**src/erd_pkg.sv**
```systemverilog
// constants, state encoding and state record for the receive slave dma block
package erd_pkg;

   // register offsets, 16-bit registers on a plain port
   localparam logic [9:0] OFF_CHAN = 10'h024;
   localparam logic [9:0] OFF_SOF = 10'h026;
   localparam logic [9:0] OFF_FCNT = 10'h028;
   localparam logic [9:0] OFF_BCNT = 10'h02a;
   localparam logic [9:0] OFF_RECEIVE_CONFIG_REG = 10'h102;
   localparam logic [9:0] OFF_BUFFER_CONFIG_REG = 10'h10a;
   localparam logic [9:0] OFF_BUS_CONTROL_REG = 10'h116;
   localparam logic [9:0] OFF_RXEVT = 10'h124;
   localparam logic [9:0] OFF_BUFEVT = 10'h12c;
   localparam logic [9:0] OFF_MISS = 10'h130;

   // field positions
   localparam int RECEIVE_CONFIG_REG_STREAM = 7;
   localparam int RECEIVE_CONFIG_REG_EXCL = 9;
   localparam int RECEIVE_CONFIG_REG_AUTO = 10;
   localparam int BUFFER_CONFIG_REG_IRQ = 7;
   localparam int BUFEVT_PEND = 7;
   localparam int BUS_CONTROL_REG_RST = 6;
   localparam int BUS_CONTROL_REG_DUTY = 11;
   localparam int BUS_CONTROL_REG_RING = 13;

   // ring sizes and masks
   localparam logic [15:0] RING_MASK_SMALL = 16'h3fff;
   localparam logic [15:0] RING_MASK_LARGE = 16'hffff;
   localparam logic [16:0] RING_SIZE_SMALL = 17'h0_4000;
   localparam logic [16:0] RING_SIZE_LARGE = 17'h1_0000;

   localparam int FCNT_W = 12;
   localparam logic [1:0] CHAN_MAX = 2'h2;
   localparam logic [16:0] HDR_BYTES = 17'h0_0004;

   // request duty timing
   localparam int CLK_HZ = 20000000;
   localparam int REQ_HIGH_US = 28000;
   localparam int REQ_LOW_US = 1300;
   localparam int REQ_HIGH_CYC = REQ_HIGH_US * (CLK_HZ / 1000000);
   localparam int REQ_LOW_CYC = REQ_LOW_US * (CLK_HZ / 1000000);
   localparam int DUTY_W = 20;

   typedef enum logic [2:0] {
      ST_IDLE,
      ST_STAT,
      ST_LEN,
      ST_DATA,
      ST_DONE
   } erd_state_t;

   typedef struct packed {
      erd_state_t state;
      logic excl;
      logic auto_sw;
      logic stream;
      logic irq_en;
      logic ring_large;
      logic duty_lim;
      logic [1:0] chan;
      logic chan_cap;
      logic [15:0] sof;
      logic [FCNT_W-1:0] fcnt;
      logic [15:0] bcnt;
      logic pend;
      logic [15:0] miss;
      logic [15:0] wr_off;
      logic [15:0] frm_start;
      logic [15:0] pend_base;
      logic [15:0] commit_base;
      logic committed;
      logic newer;
      logic [15:0] stat;
      logic [15:0] len;
      logic [15:0] words;
      logic [10:0] ram_addr;
      logic [2:0] req;
      logic [DUTY_W-1:0] duty_cnt;
      logic duty_low;
      logic [15:0] data;
      logic oe;
      logic [15:0] rdata;
      logic release_p;
      logic irq_p;
   } erd_state_rec_t;

endpackage

```
**src/erd_rx_dma.sv**
```systemverilog
// receive slave dma engine: on-chip frames to a host ring over dma pins
//
// Added by the designer: the address-and-strobe port.
`timescale 1ns/1ps

// Overview of operation
// RL1: exclusive receive-dma bit sends every received frame through slave dma.
// RL2: exclusive bit wins over auto-switch enable; all frames then use dma.
// RL3: each frame lands with status and length words in host ring.
// RL4: channel register holds 0, 1 or 2, picking request/acknowledge pair.
// RL5: start-of-frame register gives ring offset of latest transferred frame.
// RL6: frame count, low 12 bits, counts frames since last read.
// RL7: byte count gives bytes moved since last read.
// RL8: ring-size bit picks 16 or 64 Kbyte ring; only offsets use it. The code also sizes the free-space check by it.
// RL9: request rises only once a whole accepted frame sits on chip.
// RL10: host dma controller grants by pulling acknowledge low.
// RL11: status word first, then length word, then frame data.
// RL12: duty limit clear keeps request high through the whole frame.
// RL13: duty limit set: request about 28 ms high, 1.3 ms low, repeating.
// RL14: frame end updates counters, sets pending flag, frees on-chip space.
// RL15: interrupt enable set raises interrupt at each frame completion.
// RL16: missed-frame counter counts lost frames in every mode.
// RL17: in dma mode the receive event word reads zero.
// RL18: ring space commits after full transfer and a frame count read.
// RL19: later frames never overwrite committed ring space.
// RL20: reread, implied skip or ring reset command releases the commitment.
// RL21: 16-bit words, each frame starts on a 32-bit boundary.
// RL22: pending flag follows nonzero frame count; event reads leave it.
// RL23: only received frames travel over this dma path.
// RL24: write offset wraps to zero at the selected ring size.
module erd_rx_dma #(
   parameter int REQ_HIGH_CYCLES = erd_pkg::REQ_HIGH_CYC,
   parameter int REQ_LOW_CYCLES = erd_pkg::REQ_LOW_CYC
) (
   input wire logic mclk_i,
   input wire logic nrst_i,
   input wire logic [9:0] reg_addr_i,
   input wire logic [15:0] reg_wdata_i,
   input wire logic reg_wr_i,
   input wire logic reg_rd_i,
   output logic [15:0] reg_rdata_o,
   input wire logic [1:0] chan_strap_i,
   input wire logic frame_ready_i,
   input wire logic [15:0] frame_status_i,
   input wire logic [15:0] frame_len_i,
   input wire logic [15:0] ram_data_i,
   input wire logic auto_switch_req_i,
   input wire logic stream_end_i,
   input wire logic frame_missed_i,
   input wire logic [15:0] rx_event_i,
   input wire logic [2:0] dma_ack_n_i,
   output logic [2:0] dma_req_o,
   output logic [15:0] dma_data_o,
   output logic dma_data_oe_o,
   output logic [15:0] host_off_o,
   output logic [10:0] ram_addr_o,
   output logic frame_release_o,
   output logic dma_mode_o,
   output logic dma_irq_o
);

   erd_pkg::erd_state_rec_t r_r;
   erd_pkg::erd_state_rec_t r_nxt;
   logic [2:0] take_vec;
   logic take;
   logic dma_mode;
   logic [15:0] ring_mask;
   logic [16:0] ring_size;
   logic [16:0] need;
   logic [16:0] used;
   logic active;

   localparam logic [erd_pkg::DUTY_W-1:0] HIGH_LAST =
      erd_pkg::DUTY_W'(REQ_HIGH_CYCLES - 1);
   localparam logic [erd_pkg::DUTY_W-1:0] LOW_LAST =
      erd_pkg::DUTY_W'(REQ_LOW_CYCLES - 1);

   // a word moves when a raised request meets a low acknowledge
   genvar gi;
   generate
      for (gi = 0; gi < 3; gi++)
      begin : g_chan
         assign take_vec[gi] = r_r.req[gi] & ~dma_ack_n_i[gi]; // [RL10]
      end
   endgenerate
   assign take = |take_vec;

   assign dma_mode = r_r.excl | (r_r.auto_sw & auto_switch_req_i); // [RL1] [RL2]
   assign ring_mask = r_r.ring_large ? erd_pkg::RING_MASK_LARGE
                                     : erd_pkg::RING_MASK_SMALL; // [RL8]
   assign ring_size = r_r.ring_large ? erd_pkg::RING_SIZE_LARGE
                                     : erd_pkg::RING_SIZE_SMALL;
   // header plus frame rounded up to a double word
   assign need = erd_pkg::HDR_BYTES +
      (({1'b0, frame_len_i} + 17'h0_0003) & 17'h1_fffc); // [RL21]
   assign used = {1'b0, (r_r.wr_off - r_r.commit_base) & ring_mask};

   always_comb
   begin
      r_nxt = r_r;
      r_nxt.rdata = 16'h0000;
      r_nxt.release_p = 1'b0;
      r_nxt.irq_p = 1'b0;

      // channel is strapped once after reset release; 3 is out of range
      if (!r_r.chan_cap)
      begin
         r_nxt.chan_cap = 1'b1;
         r_nxt.chan = (chan_strap_i > erd_pkg::CHAN_MAX) ? erd_pkg::CHAN_MAX
                                                        : chan_strap_i; // [RL4]
      end

      // register writes
      if (reg_wr_i)
      begin
         unique case (reg_addr_i)
            erd_pkg::OFF_RECEIVE_CONFIG_REG:
            begin
               r_nxt.stream = reg_wdata_i[erd_pkg::RECEIVE_CONFIG_REG_STREAM];
               r_nxt.excl = reg_wdata_i[erd_pkg::RECEIVE_CONFIG_REG_EXCL];
               r_nxt.auto_sw = reg_wdata_i[erd_pkg::RECEIVE_CONFIG_REG_AUTO];
            end
            erd_pkg::OFF_BUFFER_CONFIG_REG:
               r_nxt.irq_en = reg_wdata_i[erd_pkg::BUFFER_CONFIG_REG_IRQ];
            erd_pkg::OFF_BUS_CONTROL_REG:
            begin
               r_nxt.duty_lim = reg_wdata_i[erd_pkg::BUS_CONTROL_REG_DUTY];
               r_nxt.ring_large = reg_wdata_i[erd_pkg::BUS_CONTROL_REG_RING];
               // ring reset: drop a frame in flight unless its status, length or last data word moves or the frame completes in the same cycle; a dropped frame stays on chip
               if (reg_wdata_i[erd_pkg::BUS_CONTROL_REG_RST])
               begin
                  r_nxt.committed = 1'b0; // [RL20]
                  r_nxt.newer = 1'b0;
                  r_nxt.wr_off = 16'h0000;
                  r_nxt.pend_base = 16'h0000;
                  r_nxt.commit_base = 16'h0000;
                  r_nxt.fcnt = '0;
                  r_nxt.bcnt = 16'h0000;
                  r_nxt.state = erd_pkg::ST_IDLE;
               end
            end
            default:
               r_nxt.rdata = 16'h0000;
         endcase
      end

      // register reads; read side effects come before hardware sets
      if (reg_rd_i)
      begin
         unique case (reg_addr_i)
            erd_pkg::OFF_CHAN:
               r_nxt.rdata = {14'h0000, r_r.chan};
            erd_pkg::OFF_SOF:
               r_nxt.rdata = r_r.sof; // [RL5]
            erd_pkg::OFF_FCNT:
            begin
               r_nxt.rdata = {4'h0, r_r.fcnt}; // [RL6]
               r_nxt.fcnt = '0;
               if (r_r.committed)
                  r_nxt.committed = 1'b0; // [RL20]
               else if (r_r.fcnt != '0)
               begin
                  r_nxt.committed = 1'b1; // [RL18]
                  r_nxt.commit_base = r_r.pend_base;
               end
               r_nxt.pend_base = r_r.wr_off;
               r_nxt.newer = 1'b0;
            end
            erd_pkg::OFF_BCNT:
            begin
               r_nxt.rdata = r_r.bcnt; // [RL7]
               r_nxt.bcnt = 16'h0000;
            end
            erd_pkg::OFF_RECEIVE_CONFIG_REG:
               r_nxt.rdata = {5'h00, r_r.auto_sw, r_r.excl, 1'b0,
                              r_r.stream, 7'h00};
            erd_pkg::OFF_BUFFER_CONFIG_REG:
               r_nxt.rdata = {8'h00, r_r.irq_en, 7'h00};
            erd_pkg::OFF_BUS_CONTROL_REG:
               r_nxt.rdata = {2'h0, r_r.ring_large, 1'b0, r_r.duty_lim,
                              11'h000};
            erd_pkg::OFF_RXEVT:
               r_nxt.rdata = dma_mode ? 16'h0000 : rx_event_i; // [RL17]
            erd_pkg::OFF_BUFEVT:
            begin
               // reading leaves the flag alone
               r_nxt.rdata = {8'h00, r_r.pend, 7'h00}; // [RL22]
               if (r_r.pend && r_r.newer && r_r.committed)
                  r_nxt.committed = 1'b0; // [RL20]
            end
            erd_pkg::OFF_MISS:
            begin
               r_nxt.rdata = r_r.miss;
               r_nxt.miss = 16'h0000;
            end
            default:
               r_nxt.rdata = 16'h0000;
         endcase
      end

      if (frame_missed_i)
         r_nxt.miss = r_nxt.miss + 16'h0001; // [RL16]

      // transfer sequencing; only receive frames ever enter here
      unique case (r_r.state)
         erd_pkg::ST_IDLE:
         begin
            // wait until the whole frame fits outside committed space
            if (dma_mode && frame_ready_i && r_nxt.state == erd_pkg::ST_IDLE
                && ((!r_r.committed && need <= ring_size)
                    || (r_r.committed && need <= ring_size - used)))
            begin // [RL9] [RL19] [RL23]
               r_nxt.state = erd_pkg::ST_STAT;
               r_nxt.stat = frame_status_i;
               r_nxt.len = frame_len_i;
               r_nxt.words = (frame_len_i >> 1) + {15'h0000, frame_len_i[0]};
               r_nxt.frm_start = r_r.wr_off;
               r_nxt.ram_addr = 11'h000;
            end
         end
         erd_pkg::ST_STAT:
            if (take)
            begin
               r_nxt.state = erd_pkg::ST_LEN; // [RL11]
               r_nxt.wr_off = (r_r.wr_off + 16'h0002) & ring_mask;
            end
         erd_pkg::ST_LEN:
            if (take)
            begin
               r_nxt.state = (r_r.words == 16'h0000) ? erd_pkg::ST_DONE
                                                     : erd_pkg::ST_DATA;
               r_nxt.wr_off = (r_r.wr_off + 16'h0002) & ring_mask;
            end
         erd_pkg::ST_DATA:
            if (take)
            begin
               r_nxt.words = r_r.words - 16'h0001;
               r_nxt.ram_addr = r_r.ram_addr + 11'h001;
               r_nxt.wr_off = (r_r.wr_off + 16'h0002) & ring_mask; // [RL24]
               if (r_r.words == 16'h0001)
                  r_nxt.state = erd_pkg::ST_DONE;
            end
         erd_pkg::ST_DONE:
         begin
            // next frame starts on a double word, wrapping inside the ring
            r_nxt.wr_off = (r_r.wr_off + 16'h0003) & 16'hfffc & ring_mask;
            r_nxt.sof = r_r.frm_start; // [RL14] [RL21] [RL24]
            r_nxt.fcnt = r_nxt.fcnt + 12'h001;
            r_nxt.bcnt = r_nxt.bcnt + 16'h0004 + r_r.len + {15'h0000, r_r.len[0]};
            r_nxt.newer = 1'b1;
            r_nxt.release_p = 1'b1;
            r_nxt.irq_p = r_r.irq_en; // [RL15]
            r_nxt.state = erd_pkg::ST_IDLE;
         end
         default:
            r_nxt.state = erd_pkg::ST_IDLE;
      endcase

      // pending flag: count going nonzero, or stream end in stream mode
      if (r_nxt.fcnt == '0)
         r_nxt.pend = 1'b0; // [RL22]
      else if (r_r.stream ? stream_end_i : (r_r.fcnt == '0))
         r_nxt.pend = 1'b1; // [RL14]

      active = (r_nxt.state == erd_pkg::ST_STAT)
            || (r_nxt.state == erd_pkg::ST_LEN)
            || (r_nxt.state == erd_pkg::ST_DATA);

      // duty limit: the counter only runs while a frame is in flight
      if (active && r_r.duty_lim)
      begin // [RL13]
         r_nxt.duty_cnt = r_r.duty_cnt + 1'b1;
         if (!r_r.duty_low && r_r.duty_cnt >= HIGH_LAST)
         begin
            r_nxt.duty_low = 1'b1;
            r_nxt.duty_cnt = '0;
         end
         else if (r_r.duty_low && r_r.duty_cnt >= LOW_LAST)
         begin
            r_nxt.duty_low = 1'b0;
            r_nxt.duty_cnt = '0;
         end
      end
      else
      begin // [RL12]
         r_nxt.duty_cnt = '0;
         r_nxt.duty_low = 1'b0;
      end

      r_nxt.req = (active && !r_nxt.duty_low) ? (3'b001 << r_nxt.chan)
                                              : 3'b000; // [RL4] [RL9]
      r_nxt.oe = active;

      // word presented for the next acknowledge
      unique case (r_nxt.state)
         erd_pkg::ST_STAT:
            r_nxt.data = r_nxt.stat; // [RL3] [RL11]
         erd_pkg::ST_LEN:
            r_nxt.data = r_nxt.len; // [RL3] [RL11]
         erd_pkg::ST_DATA:
            r_nxt.data = ram_data_i;
         default:
            r_nxt.data = 16'h0000;
      endcase
   end

   always_ff @(posedge mclk_i)
   begin
      if (!nrst_i)
         r_r <= '0;
      else
         r_r <= r_nxt;
   end

   assign reg_rdata_o = r_r.rdata;
   assign dma_req_o = r_r.req;
   assign dma_data_o = r_r.data;
   assign dma_data_oe_o = r_r.oe;
   assign host_off_o = r_r.wr_off;
   assign ram_addr_o = r_r.ram_addr;
   assign frame_release_o = r_r.release_p;
   assign dma_mode_o = dma_mode;
   assign dma_irq_o = r_r.irq_p;

endmodule

```
**config.mk**
```make
export PLATFORM = sky130hd
export DESIGN_NAME = erd_rx_dma
export DESIGN_NICKNAME = d
export VERILOG_FILES = /design/src/erd_pkg.sv /design/src/erd_rx_dma.sv
export SDC_FILE = /design/constraint.sdc
export NUM_CORES = 1
export LEC_CHECK = 0
export BUFFER_PORTS_ARGS = -buffer_cell sky130_fd_sc_hd__buf_2
export CORE_MARGIN = 8
export CORE_UTILIZATION = 45
export DETAILED_ROUTE_END_ITERATION = 10
export PLACE_DENSITY = 0.66
export SLEW_MARGIN = 0
export SYNTH_ARGS = -nofsm -noshare
export SYNTH_HDL_FRONTEND = slang
export SYNTH_SLANG_ARGS = --single-unit
```
**constraint.sdc**
```tcl
create_clock -name mclk_i -period 5.8 [get_ports mclk_i]
set_input_delay 1.45 -clock mclk_i [delete_from_list [all_inputs] [get_ports mclk_i]]
set_output_delay 1.45 -clock mclk_i [all_outputs]
set_load 0.005 [all_outputs]
```
==> reports/qor.json <==
{
  "mostFrequentLayoutCells": {"value": "sky130_fd_sc_hd__nand2_1, sky130_fd_sc_hd__dfxtp_1, sky130_fd_sc_hd__a21oi_1, sky130_fd_sc_hd__buf_2, sky130_fd_sc_hd__nor2_1"},
  "critPathLaunchType": {"value": "flop"},
  "grt_max_degree": {"value": 93},
  "ys_async_sr_fraction": {"value": 0, "unit": "%"},
  "max_stage_delay": {"value": 450, "unit": "ps"},
  "whs": {"value": 454.2, "unit": "ps"},
  "path_clk_slew": {"value": 60, "unit": "ps"},
  "timing.critical_path.required": {"value": 6260, "unit": "ps"},
  "cts-buffers-inserted": {"value": 29},
  "floorplan.die.height": {"value": 199.9, "unit": "um"},
  "end_kind": {"value": "flop"},
  "n_antenna_cell": {"value": 0},
  "worstSetupPathDepth": {"value": 23},
  "tightest_slew": {"value": 1025, "unit": "ps"},
  "cap_violations": {"value": 0},
  "fill_cells": {"value": 3083},
  "run_status": {"value": "complete, no violations"},
  "r2r_worst_path_depth": {"value": 23},
  "synth_largest_area_cell": {"value": "sky130_fd_sc_hd__dfxtp_1"},
  "initial_utilization": {"value": 45.48, "unit": "%"},
  "place_hpwl": {"value": 33380, "unit": "um"},
  "detailedRoute.firstIterationViolations": {"value": 1139},
  "floorplan.io_pins": {"value": 169},
  "detail_route.vias_per_cell": {"value": 5.710},
  "synthCells": {"value": 1929},
  "cp_cell_sequence": {"value": "ha_4, nor2b_2, o31a_1, o41ai_2, nand2b_1, xor2_2, or3_4, or4_4, buf_6, nor2_4, xor2_1, ha_1, and2_4, a221o_1, a221oi_2, nand4_1, a21oi_2, nand2_2, o22ai_4, buf_12, o31ai_4, clkbuf_16, nor4_2"},
  "pre_cts_slack": {"value": -222.0, "unit": "ps"},
  "finalNetCount": {"value": 2257},
  "irDropWorstVdd": {"value": 0.2381, "unit": "mV"},
  "clockRootBuffer": {"value": "sky130_fd_sc_hd__clkbuf_16"},
  "cts.sink_count": {"value": 257},
  "syn_to_final_growth": {"value": 19.08, "unit": "%"},
  "placeableCoreArea": {"value": 33450, "unit": "um^2"},
  "max-slew-margin-rel": {"value": 31.69, "unit": "%"},
  "synth_sequential_area_ratio": {"value": 33.82, "unit": "%"},
  "ant_nets": {"value": 0},
  "first_global_vias": {"value": 13800},
  "syn_area_per_cell": {"value": 7.885, "unit": "um^2"},
  "critPathMaxFanout": {"value": 6},
  "synthDominantCellAreaShare": {"value": 33.82, "unit": "%"},
  "antenna_found_initial": {"value": 0},
  "placementRows": {"value": 67},
  "routed-via-count": {"value": 14550},
  "ys.warnings.count": {"value": 0},
  "setup.worst_path.class": {"value": "reg -> reg"},
  "port_buffers": {"value": 158},
  "yosys_most_used_dff": {"value": "sky130_fd_sc_hd__dfxtp_1"},
  "setup_violation_total_in_the_final_timing_report": {"value": 0},
  "period_needed": {"value": 5556, "unit": "ps"},
  "power.static_leakage": {"value": 7.036, "unit": "nW"},
  "report.final.hold_viol_count": {"value": 0},
  "holdPathStages": {"value": 2},
  "fin_worst_skew": {"value": 28.02, "unit": "ps"},
  "clock.fmax": {"value": 180.0, "unit": "MHz"},
  "routabilityCongestion": {"value": 0.9180},
  "hp-class": {"value": "reg -> reg"},
  "cts_tree": {"value": "yes"},
  "die_area": {"value": 39940, "unit": "um^2"},
  "chipWidth": {"value": 199.9, "unit": "um"},
  "post_route_drc": {"value": 0},
  "drt-pass1-iter-count": {"value": 7},
  "power_density": {"value": 224.8, "unit": "nW/um^2"},
  "setup_ws": {"value": 243.8, "unit": "ps"},
  "most_frequent_standard_cell_in_the_layout_excluding_fill_and_tap_cells": {"value": "sky130_fd_sc_hd__nand2_1"},
  "critical_path.slowest_cell": {"value": "sky130_fd_sc_hd__or4_4"},
  "wl_per_cell": {"value": 17.81, "unit": "um"},
  "synth_enable_flop_cells": {"value": 0},
  "grt_first_pass_wirelength": {"value": 71350, "unit": "um"},
  "clock_insertion_delay_at_the_later_pin_of_the_skew_report": {"value": 570, "unit": "ps"},
  "maxSlewViolCount": {"value": 0},
  "postSynthNetCount": {"value": 2109},
  "routed_wl": {"value": 45390, "unit": "um"},
  "postSynthRegisterBits": {"value": 257},
  "yosysUniqueCellTypes": {"value": 78},
  "syn_area": {"value": 15210, "unit": "um^2"},
  "crit_arrival": {"value": 6020, "unit": "ps"},
  "cp.buffers_inverters": {"value": 3},
  "cts_max_level": {"value": 1},
  "critical-path-top-delay-family": {"value": "simple AND/OR/NAND/NOR gates"},
  "track_usage": {"value": 21.65, "unit": "%"},
  "final_worst_path_period_share": {"value": 95.80, "unit": "%"},
  "residual_overflow_from_global_routing": {"value": 0},
  "share_of_layout_cells_above_drive_strength_1": {"value": 20.10, "unit": "%"},
  "clock_path_buffers": {"value": 3},
  "post_synth_main_area_contributors": {"value": "sky130_fd_sc_hd__dfxtp_1, sky130_fd_sc_hd__nand2_1, sky130_fd_sc_hd__a21oi_1, sky130_fd_sc_hd__ha_1, sky130_fd_sc_hd__xnor2_1"}
}
per-stage QoR:
step                      setup TNS, ps  total power, mW  utilization [%]  instances  area (um^2)
final                                 0            4.072            54.15       2548        18110
after detailed placement         -12670            2.015            49.80       2487        16660
after global placement            -6718            2.010            49.80       2487        16660
after CTS                             0            4.107            53.20       2542        17790
after global routing             -19.67            4.198            54.15       2548        18110
after floorplan                       0            1.915                -       1929        15210
worst reg2reg max path: cells and delay by family (launching register included):
family	cells	cell delay [ps]
xor gates and xnor gates	2	360
AOI/OAI and AO/OA	7	1750
DFF	1	370
buffers and inverters	3	540
adders and majority gates	2	480
and+or+nand+nor	9	1940
cell type report:
cell class	count	area [um^2]	area share (%)
repair buffers	293	1913	10.56
clock buffers	38	809.5	4.469
well taps	448	560.5	3.095
inverters	58	220.2	1.216
multi-input cells	1438	9173	50.64
clock inverters	16	286.5	1.582
flip-flops and latches	257	5151	28.44
layer usage:
layer	vias up	GRT usage, %	wire [um]
li1	7080	-	-
met1	6900	28.53	19700
met2	453	35.79	21300
met3	117	2.833	2696
met4	0	8.174	1690
met5	-	0	0
worst paths after layout:
kind	end	startpoint	slack, ps
worst max-delay path	r_r[38]	host_off_o[1]	240
worst min register to register	r_r[131]	r_r[147]	450
worst min-delay path	r_r[131]	r_r[147]	450
worst max register to register	r_r[38]	host_off_o[1]	240
kinds of logic (layout without fill, tap and decap cells):
family / after synthesis / after routing / synth area share (%)
buffers and inverters: 234 / 405 / 7.699
muxes: 10 / 10 / 0.6663
and+or+nand+nor: 780 / 780 / 25.47
AOI/OAI and AO/OA: 452 / 452 / 19.00
DFF: 257 / 257 / 33.82
adders and majority gates: 77 / 77 / 6.482
xor gates and xnor gates: 119 / 119 / 6.852
power by group:
| group | leakage [nW] | switching, mW | internal [mW] |
|---|---|---|---|
| sequential | 2.07 | 0.00381 | 1.77 |
| clock | 0.532 | 0.792 | 1.30 |
| combinational | 4.43 | 0.119 | 0.0888 |
flip-flops by register name (all words and copies together) (netlist names):
signal	count
r_r	192
dma_data_oe_o	1
dma_req_o	3
host_off_o	16
dma_irq_o	1
reg_rdata_o	16
dma_data_o	16
frame_release_o	1
ram_addr_o	11
cell usage after synthesis, drive strengths merged, types with 8 or more instances:
library cell / number
nand2: 305
dfxtp: 257
a21oi: 186
nor2: 127
nand3: 105
buf: 93
clkbuf: 83
ha: 74
xnor2: 65
o21ai: 61
inv: 58
xor2: 54
a31oi: 35
nor3: 33
nor4: 33
a22oi: 32
and3: 32
nand4: 24
and2: 22
or3: 21
nand2b: 17
o22ai: 16
a222oi: 14
nor2b: 14
o21a: 14
a21o: 13
o31ai: 11
and4: 10
mux2i: 9
a32o: 8
repair_timing:
action | CTS | global route
buffers inserted | 1 | 3
pin swaps | 1 | 21
setup endpoints to repair | 115 | 117
cloned | 0 | 3
resized for setup | 3 | 42
hold buffers | 0 | 0
Power figures use the tool's default switching activity.
